File: config.mk
export PLATFORM = sky130hd
export DESIGN_NAME = flash_write_erase_steering
export DESIGN_NICKNAME = d
export VERILOG_FILES = /design/src/flash_ctrl_reg.v /design/src/flash_write_erase_steering.v
export VERILOG_INCLUDE_DIRS = /design/src
export SDC_FILE = /design/constraint.sdc
export NUM_CORES = 1
export LEC_CHECK = 0
export BUFFER_PORTS_ARGS = -buffer_cell sky130_fd_sc_hd__buf_2
export CORE_MARGIN = 4
export CORE_UTILIZATION = 33
export DETAILED_ROUTE_END_ITERATION = 6
export PLACE_DENSITY = 0.66
export RECOVER_POWER = 50
export SETUP_SLACK_MARGIN = 0.2
export SLEW_MARGIN = 5
export SYNTH_ARGS = -nofsm -noshare
export SYNTH_HDL_FRONTEND = slang
export SYNTH_SLANG_ARGS = --single-unit
File: constraint.sdc
create_clock -name clk -period 1.2 [get_ports clk]
set_clock_uncertainty 0.1 [all_clocks]
set_input_delay 0.24 -clock clk [delete_from_list [all_inputs] [get_ports clk]]
set_output_delay 0.24 -clock clk [all_outputs]
set_load 0.02 [all_outputs]
File: src/flash_steer_defines.vh
// Constants for the flash write and erase steering block
`ifndef FLASH_STEER_DEFINES_VH
`define FLASH_STEER_DEFINES_VH

// ************************************************
// Register map
// ************************************************
`define CTRL_ADDR        8'h8F
`define CTRL_RESET       8'h00
`define CTRL_USED_MASK   8'h07

// ************************************************
// Field positions
// ************************************************
`define BIT_WRITE_EN     0
`define BIT_ERASE_EN     1
`define BIT_SCRATCH_SEL  2

// ************************************************
// Scratchpad range
// ************************************************
`define SCRATCH_LIMIT    16'h0080

`endif

File: src/flash_ctrl_reg.v
// Control register with unused upper bits
`timescale 1ns/1ps
module flash_ctrl_reg (
  input  wire       clk,
  input  wire       resetn,
  input  wire       sfrWrite,
  input  wire [7:0] sfrAddr,
  input  wire [7:0] sfrWdata,
  output reg  [7:0] ctrl
);
`include "flash_steer_defines.vh"

  // ************************************************
  // Storage
  // ************************************************
  always @(posedge clk or negedge resetn) begin
    if (!resetn) begin
      ctrl <= `CTRL_RESET;
    end else if (sfrWrite && sfrAddr == `CTRL_ADDR) begin
      ctrl <= sfrWdata & `CTRL_USED_MASK;
    end
  end
endmodule

File: src/flash_write_erase_steering.v
// Steering of external-data moves toward flash, scratchpad or external RAM
`timescale 1ns/1ps
module flash_write_erase_steering #(
  parameter ADDR_W    = 16,
  parameter PAGE_BITS = 9,
  parameter [ADDR_W-1:0] LOCK_PAGE_ADDR = 16'hFE00
) (
  input  wire              clk,
  input  wire              resetn,
  input  wire              sfrWrite,
  input  wire [7:0]        sfrAddr,
  input  wire [7:0]        sfrWdata,
  output reg  [7:0]        sfrRdata,
  input  wire              moveRead,
  input  wire              moveWrite,
  input  wire [ADDR_W-1:0] moveAddr,
  input  wire [7:0]        moveWdata,
  output reg               flashRead,
  output reg               flashProgram,
  output reg               flashErase,
  output reg               flashScratch,
  output reg  [ADDR_W-1:0] flashAddr,
  output reg  [7:0]        flashWdata,
  output reg               xramRead,
  output reg               xramWrite,
  output reg  [ADDR_W-1:0] xramAddr,
  output reg  [7:0]        xramWdata,
  output reg               scratchRangeFault
);
`include "flash_steer_defines.vh"

  // ************************************************
  // Local constants
  // ************************************************
  localparam              CTRL_W    = 8;
  localparam [CTRL_W-1:0] USED_MASK = `CTRL_USED_MASK;

  // ************************************************
  // Control fields and move qualifiers
  // ************************************************
  wire [CTRL_W-1:0] ctrl;
  wire [CTRL_W-1:0] ctrlView;
  wire              writeEn;
  wire              eraseEn;
  wire              scratchEn;
  wire              lockPage;
  wire              moveAny;
  wire              scratchOutside;

  // ************************************************
  // Next values of the registered outputs
  // ************************************************
  reg  [7:0]        next_sfrRdata;
  reg               next_flashRead;
  reg               next_flashProgram;
  reg               next_flashErase;
  reg               next_flashScratch;
  reg  [ADDR_W-1:0] next_flashAddr;
  reg  [7:0]        next_flashWdata;
  reg               next_xramRead;
  reg               next_xramWrite;
  reg  [ADDR_W-1:0] next_xramAddr;
  reg  [7:0]        next_xramWdata;
  reg               next_scratchRangeFault;

  // ************************************************
  // Control register
  // ************************************************
  flash_ctrl_reg u_ctrl (
    .clk      (clk),
    .resetn   (resetn),
    .sfrWrite (sfrWrite),
    .sfrAddr  (sfrAddr),
    .sfrWdata (sfrWdata),
    .ctrl     (ctrl)
  );

  // ************************************************
  // Field decode
  // ************************************************
  assign writeEn        = ctrl[`BIT_WRITE_EN];
  assign eraseEn        = ctrl[`BIT_ERASE_EN];
  assign scratchEn      = ctrl[`BIT_SCRATCH_SEL];
  assign moveAny        = moveRead || moveWrite;
  assign lockPage       = (moveAddr[ADDR_W-1:PAGE_BITS] ==
                           LOCK_PAGE_ADDR[ADDR_W-1:PAGE_BITS]);
  assign scratchOutside = scratchEn && (moveAddr >= `SCRATCH_LIMIT);

  // ************************************************
  // Read view of the control register
  // ************************************************
  genvar i;
  generate
    for (i = 0; i < CTRL_W; i = i + 1) begin : g_view
      assign ctrlView[i] = ctrl[i] & USED_MASK[i];
    end
  endgenerate

  // ************************************************
  // Register read back
  // ************************************************
  always @* begin
    if (sfrAddr == `CTRL_ADDR) begin
      next_sfrRdata = ctrlView;
    end else begin
      next_sfrRdata = `CTRL_RESET;
    end
  end

  // ************************************************
  // Read steering
  // ************************************************
  always @* begin
    next_flashRead    = 1'b0;
    next_xramRead     = 1'b0;
    next_flashScratch = scratchEn;
    if (moveRead) begin
      if (scratchEn) begin
        next_flashRead = 1'b1;
      end else begin
        next_xramRead = 1'b1;
      end
    end
  end

  // ************************************************
  // Write steering
  // ************************************************
  always @* begin
    next_flashProgram = 1'b0;
    next_flashErase   = 1'b0;
    next_xramWrite    = 1'b0;
    if (moveWrite) begin
      if (!writeEn) begin
        next_xramWrite = 1'b1;
      end else if (!eraseEn) begin
        next_flashProgram = 1'b1;
      end else if (!lockPage) begin
        next_flashErase = 1'b1;
      end
    end
  end

  // ************************************************
  // Address and data capture
  // ************************************************
  always @* begin
    next_flashAddr         = flashAddr;
    next_flashWdata        = flashWdata;
    next_xramAddr          = xramAddr;
    next_xramWdata         = xramWdata;
    next_scratchRangeFault = 1'b0;
    if (moveAny) begin
      next_flashAddr         = moveAddr;
      next_xramAddr          = moveAddr;
      next_xramWdata         = moveWdata;
      next_scratchRangeFault = scratchOutside;
      if (!eraseEn) begin
        next_flashWdata = moveWdata;
      end
    end
  end

  // ************************************************
  // Read back register
  // ************************************************
  always @(posedge clk or negedge resetn) begin
    if (!resetn) begin
      sfrRdata <= `CTRL_RESET;
    end else begin
      sfrRdata <= next_sfrRdata;
    end
  end

  // ************************************************
  // Strobe registers
  // ************************************************
  always @(posedge clk or negedge resetn) begin
    if (!resetn) begin
      flashRead         <= 1'b0;
      flashProgram      <= 1'b0;
      flashErase        <= 1'b0;
      flashScratch      <= 1'b0;
      xramRead          <= 1'b0;
      xramWrite         <= 1'b0;
      scratchRangeFault <= 1'b0;
    end else begin
      flashRead         <= next_flashRead;
      flashProgram      <= next_flashProgram;
      flashErase        <= next_flashErase;
      flashScratch      <= next_flashScratch;
      xramRead          <= next_xramRead;
      xramWrite         <= next_xramWrite;
      scratchRangeFault <= next_scratchRangeFault;
    end
  end

  // ************************************************
  // Address and data registers
  // ************************************************
  always @(posedge clk or negedge resetn) begin
    if (!resetn) begin
      flashAddr  <= {ADDR_W{1'b0}};
      flashWdata <= `CTRL_RESET;
      xramAddr   <= {ADDR_W{1'b0}};
      xramWdata  <= `CTRL_RESET;
    end else begin
      flashAddr  <= next_flashAddr;
      flashWdata <= next_flashWdata;
      xramAddr   <= next_xramAddr;
      xramWdata  <= next_xramWdata;
    end
  end
endmodule

==> metrics, run 1 <==
first-pass GRT wire length=7.72 mm; routed wire length=between 4 and 5 mm; wire length per cell=approximately 14 um; Yosys cell types=22; Die Height=between 80 and 90 um; Async S/R FF share, synth=1.00; Worst Hold Path Cells=2; starting density of the core=0.338; Core Area=between 5000 and 6000 um2; status=finished, violations left; Die W=82.9 um; Buffers on Ports=97; reg-to-reg startpoint=u_ctrl.ctrl[1]; Peak Freq=between 700 and 800 MHz; VDD IR max=roughly 0.53 mV; most common library cells after synthesis=45 x dfrtp_1, 24 x mux2_2, 21 x buf_4; die area=between 6000 and 7000 um2; DR vias=1389; routed vias/inst=between 4 and 5; gpl congestion=slightly above 0.7; number of global-route vias before repair=1540; Ports=approximately 110; Hold WC Path Type=primary input to flip-flop; total track usage=0.138; Mean Syn Cell Area=14.4 um2; largest cells by area after synthesis=dfrtp_1 61%, mux2_2 15%, buf_4 8.5%, mux2_1 4.9%, mux2_4 2.4%; Critical Path RT=roughly 1300 ps; crit start category=primary input; Slew @ Worst Pin=roughly 560 ps; Post-Syn Area=roughly 1900 um2; CTS sink count=45; H-Tree Level Count=2; antenna-violating nets left=0; Rows=27; EDFF count, synth=0; Non-Filler Instances=about 320; clk root buf=clkbuf_8; Main synth FF type=dfrtp_1; crit end category=flip-flop; Synth Warn #=0; largest net degree at the start of global routing=46; Clock Pin Slew Worst Setup and Hold Paths=approximately 90 ps; Remaining DRCs=0; reg2reg setup slack=-80 ps; number of antenna diodes=0; MaxCap Viol Count=0; layout cells sized above 1=0.707; Slew HR=0.629; setup slack at placement=-451 ps; register bit count reported by yosys=between 40 and 50; CP max FO=3; placed cells=roughly 290; Mapped Cells=between 100 and 150; layout net count=about 290; Hold Crit Endpoint=u_ctrl.ctrl[2]; setup ws final=-131 ps; TritonCTS Buffers=5; Tmin final=1330 ps; failing checks=negative setup slack; Worst R2R Path Depth=3; total iterations of the first detailed-routing run=4; antenna violations before repair=0; fin crit share=1.11; critical path class=primary input to flip-flop; leakage=around 0.0016 uW; Iteration-0 DRC Markers=49; RSZ-0062 raised after global routing=yes; Post-DP HPWL=3.08 mm; maximum root-to-sink buffer count=2; Synth top area share=0.608; final setup vio count=27; power density cells=about 1100 nW/um2; most numerous cell in the Yosys netlist=dfrtp_1; Worst R2R End=flashWdata[5]; worst hold start=sfrWdata[2]; post-synthesis sequential area ratio=0.608; Area Overhead vs Synth=73.3%; largest area contributor in the netlist=dfrtp_1; GR Overflow Total=0; Critical Path AT=around 1400 ps; worst skew pair latency=290 ps; Final Max Slew Viols=0; CTS tree=done; Fin. Hold Viols=0
## routing by layer
layer / GRT usage / wire, um / vias to the layer above
met3: 0.0427 / 323 / 2
met5: 0 / 0 / -
met4: 0.0312 / 10 / 0
met1: 0.170 / 1940 / 670
li1: - / - / 648
met2: 0.238 / 2330 / 69
## worst max-delay path, stage by stage
cell and delay (ps):
buf_6 90, or2_1 230, or4_4 550, mux2_4 310
## power breakdown
part	internal [uW]	leakage, uW	switching [uW]
Combinational	606	0.00103	419
Clock	411	0.0000374	507
Sequential	1620	0.000549	106
Total	2640	0.00162	1030
## placed cells by master (no fill, tap or decap), types with 4 or more instances in the layout
cell	Yosys	final
and2_1	4	4
buf_2	3	37
buf_4	21	16
buf_6	0	75
clkbuf_8	0	5
conb_1	1	5
dfrtp_1	45	45
mux2_2	24	4
mux2_4	3	31
## final cells by class
cell class / count / area (um2)
fillers: 430 / 2260
repair buffers: 132 / 1220
flip-flops and latches: 45 / 1130
multi-input cells: 63 / 676
well taps: 72 / 90.1
clock buffers: 6 / 72.6
clock inverters: 2 / 15.0
inverters: 1 / 5.00
## worst max-delay path by stage
stage,from,to,slack [ps],cells after the start
after detailed placement,sfrAddr[5],u_ctrl.ctrl[1],-450,4
after CTS,sfrAddr[5],u_ctrl.ctrl[1],-120,4
after global placement,sfrAddr[5],u_ctrl.ctrl[1],-440,4
after floorplan,sfrAddr[5],u_ctrl.ctrl[0],-340,3
final,sfrAddr[5],u_ctrl.ctrl[1],-130,4
after global routing,sfrAddr[5],u_ctrl.ctrl[0],-130,4
## through the flow
stage / utilization / hold WS [ps] / cell area (um2) / total power [uW] / TNS, ps
after global routing: 0.586 / 52.7 / 3210 / 3860 / -2850
after detailed placement: 0.453 / 150 / 2480 / 2440 / -4860
after CTS: 0.564 / 58.5 / 3090 / 3650 / -1310
after floorplan: - / -156 / 2010 / 2200 / -1430
after global placement: 0.453 / 139 / 2480 / 2430 / -4820
final: 0.586 / 70.0 / 3210 / 3670 / -1230
## logic make-up after synthesis
group / share of synthesized area
AO/OA/AOI/OAI: 0.0108
flip-flops: 0.608
buffers and inverters: 0.0959
AND/OR/NAND/NOR: 0.0642
other: 0.00203
multiplexers: 0.219
## sequential cells by signal (all words and copies together) (netlist names)
name / count
flashErase: 1
flashProgram: 1
flashRead: 1
flashScratch: 1
flashWdata: 8
scratchRangeFault: 1
sfrRdata: 3
u_ctrl.ctrl: 3
xramAddr: 16
xramRead: 1
xramWdata: 8
xramWrite: 1
## repair_timing
| action | CTS | global route |
|---|---|---|
| hold buffers | 1 | 0 |
| setup buffers | 18 | 7 |
| endpoints found under the setup margin | 71 | 87 |
| hold endpoints to repair | 45 | 0 |
| gates resized for setup | 119 | 15 |
| pin swaps | 1 | 1 |
| gates cloned | 0 | 1 |
No activity file was read; power rests on OpenSTA's default activity.
==> run 2, diff against run 1 <==
--- a/config.mk
+++ b/config.mk
@@ -6,11 +6,14 @@
 export SDC_FILE = /design/constraint.sdc
 export NUM_CORES = 1
 export LEC_CHECK = 0
+export ABC_AREA = 1
 export BUFFER_PORTS_ARGS = -buffer_cell sky130_fd_sc_hd__buf_2
+export CELL_PAD_IN_SITES_DETAIL_PLACEMENT = 1
+export CELL_PAD_IN_SITES_GLOBAL_PLACEMENT = 1
 export CORE_MARGIN = 4
-export CORE_UTILIZATION = 33
+export CORE_UTILIZATION = 28
 export DETAILED_ROUTE_END_ITERATION = 6
-export PLACE_DENSITY = 0.66
+export PLACE_DENSITY = 0.76
 export RECOVER_POWER = 50
 export SETUP_SLACK_MARGIN = 0.2
 export SLEW_MARGIN = 5
==> metrics, run 2 <==
Area Overhead vs Synth=57.5%; number of global-route vias before repair=1883 (+22%); Critical Path AT=880 ps (-540 ps); layout net count=363 (+24%); total track usage=0.135 (-0.00315); MaxCap Viol Count=0 (unchanged); Remaining DRCs=0 (unchanged); crit start category=flip-flop; fin crit share=1.02 (-0.0890); Main synth FF type=dfrtp_1; Buffers on Ports=97 (unchanged); failing checks=negative setup slack; EDFF count, synth=0 (unchanged); Pwr Total=3550 uW (-3.3%); slowest stage cell, crit path=dfrtp_2; Fin. Hold Viols=0 (unchanged); Async S/R FF share, synth=1.00 (unchanged); largest net degree at the start of global routing=46 (unchanged); GR Overflow Total=0 (unchanged); CP max FO=3 (unchanged); gpl congestion=0.734 (+2.9%); Core Area=6490 um2 (+19%); Die Height=90.8 um (+9.5%); largest cells by area after synthesis=dfrtp_1 59%, nand2_1 13%, buf_4 8.2%, o21ai_0 5.7%, inv_1 4.5%; first-pass GRT wire length=9.01 mm (+17%); RSZ-0062 raised after global routing=yes; H-Tree Level Count=2 (unchanged); Setup TNS=-118 ps (+1110 ps); worst hold slack=41.3 ps (-28.7 ps); final core occ=0.466 (-0.121); Most flops, register=xramAddr; DR vias=1717 (+24%); fill cell count=755 (+76%); crit-path cells=buf_6; routed wire length=5.59 mm (+21%); Tmin final=1220 ps (-107 ps); wire length per cell=14.1 um (-1.6%); top cell family by delay on the critical path=flip-flops; most common library cells after synthesis=68 x nand2_1, 45 x dfrtp_1, 23 x inv_1; Post-Syn Area=1920 um2 (+3.7%); maximum root-to-sink buffer count=2 (unchanged); number of antenna diodes=0 (unchanged); final setup vio count=10 (-63%); crit end category=output pin; Iteration-0 DRC Markers=18 (-63%); Critical Path RT=860 ps (-430 ps); Worst Hold Path Cells=3 (+1); Stages on worst setup path=1 (-3); max FFs per register=16 (unchanged); Clock Pin Slew Worst Setup and Hold Paths=90 ps (about the same); Mean Syn Cell Area=9.02 um2 (-37%); register bit count reported by yosys=45 (unchanged); setup ws final=-24.7 ps (+107 ps); clk root buf=clkbuf_8; leakage=0.00161 uW (-0.57%); TritonCTS Buffers=5 (unchanged); status=finished, violations left; most numerous cell in the Yosys netlist=nand2_1; antenna violations before repair=0 (unchanged); Mapped Cells=213 (+65%); commonest non-fill, non-tap cell in the layout=nand2_1; Synth top area share=0.586 (-0.0218); Yosys cell types=17 (-23%); Hold WC Path Type=primary input to flip-flop; Peak Freq=817 MHz (+8.7%); Worst R2R Path Depth=4 (+1); antenna-violating nets left=0 (unchanged); critical path class=flip-flop to output pin; Die W=90.8 um (+9.5%); CTS tree=done; die area=8250 um2 (+20%); largest area contributor in the netlist=dfrtp_1; power density cells=1170 nW/um2 (+2.6%); layout cells sized above 1=0.448 (-0.259); Non-Filler Instances=396 (+23%); total iterations of the first detailed-routing run=4 (unchanged); Ports=108 (unchanged); worst path bufs/invs=1 (unchanged); CTS sink count=45 (unchanged); FF/Latch Area=1130 um2 (+0.22%); area of the multi-input gates=573 um2 (-15%); Post-DP HPWL=3.80 mm (+23%); routed vias/inst=4.34 (+0.20%); critical path's largest stage delay=450 ps (-100 ps); VDD IR max=0.400 mV (-24%); placed cells=369 (+29%); Final Max Slew Viols=0 (unchanged); Synth Warn #=0 (unchanged); post-synthesis sequential area ratio=0.586 (-0.0218); worst skew pair latency=290 ps (about the same); most frequent cells in the layout=62 x nand2_1, 59 x buf_6, 43 x dfrtp_1, 38 x buf_2, 22 x inv_1; starting density of the core=0.296 (-0.0427); Rows=29 (+7.4%); biggest regs=xramAddr (16), flashWdata (8), xramWdata (8)
run 2: changes by cell type after synthesis, sizes merged, moves of 3 or more:
cell   delta
nor2     +12
inv      +24
nand4     +3
o21ai    +21
nand2    +67
and2      -4
mux2     -35
run 2: report_power, final:
group | internal [uW] | switching (uW)
Sequential | 1620 | 101
Clock | 405 | 510
Combinational | 446 | 466
Total | 2470 | 1080
run 2: path summary, 6_finish.rpt:
| check | startpoint | to | slack [ps] |
|---|---|---|---|
| max | xramAddr[11] | flashAddr[11] | -20 |
| min | moveAddr[2] | xramAddr[2] | 40 |
| max reg2reg | xramWdata[3] | xramWdata[3] | 190 |
| min reg2reg | u_ctrl.ctrl[0] | xramWrite | 420 |
| max in group asynchronous | resetn | xramAddr[14] | 270 |
| min in group asynchronous | resetn | xramAddr[0] | 410 |
run 2: layout make-up:
class,count,area share
Clock inverter,2,0.00331
Clock buffer,6,0.0240
Multi-Input combinational cell,122,0.189
Sequential cell,45,0.373
Inverter,24,0.0306
Tap cell,77,0.0318
Timing Repair Buffer,120,0.348
run 2: worst min-delay path: cells and delay by family:
family | cells | cell delay, ps
buffers and inverters | 1 | 80
and+or+nand+nor | 2 | 80
run 2: cell families after synthesis:
| logic type | Yosys count | synth area share |
|---|---|---|
| other | 1 | 0.00195 |
| flip-flops | 45 | 0.586 |
| AO/OA/AOI/OAI | 24 | 0.0625 |
| AND/OR/NAND/NOR | 92 | 0.192 |
| buffers and inverters | 51 | 0.157 |
run 2: through the flow:
step | area, um2 | setup slack [ps]
after CTS | 2900 | -26.2
after detailed placement | 2380 | 10.9
after global placement | 2380 | 82.7
final | 3030 | -24.7
after floorplan | 1940 | 213
after global routing | 3030 | -55.1
run 2: metal layers:
metal | vias up | global-route usage | part of all wire
met2 | 62 | 0.246 | 0.55
met3 | 5 | 0.0367 | 0.062
met5 | - | 0 | 0
met4 | 0 | 0.0339 | 0.0068
li1 | 831 | - | -
met1 | 819 | 0.156 | 0.38
run 2: repair_timing:
| action | CTS | global route |
|---|---|---|
| pin swaps | 0 | 5 |
| resized for setup | 109 | 32 |
| hold buffers | 1 | 0 |
| endpoints found under the setup margin | 66 | 66 |
| gates cloned | 0 | 1 |
| endpoints found under the hold margin | 45 | 0 |
| buffers inserted | 12 | 5 |
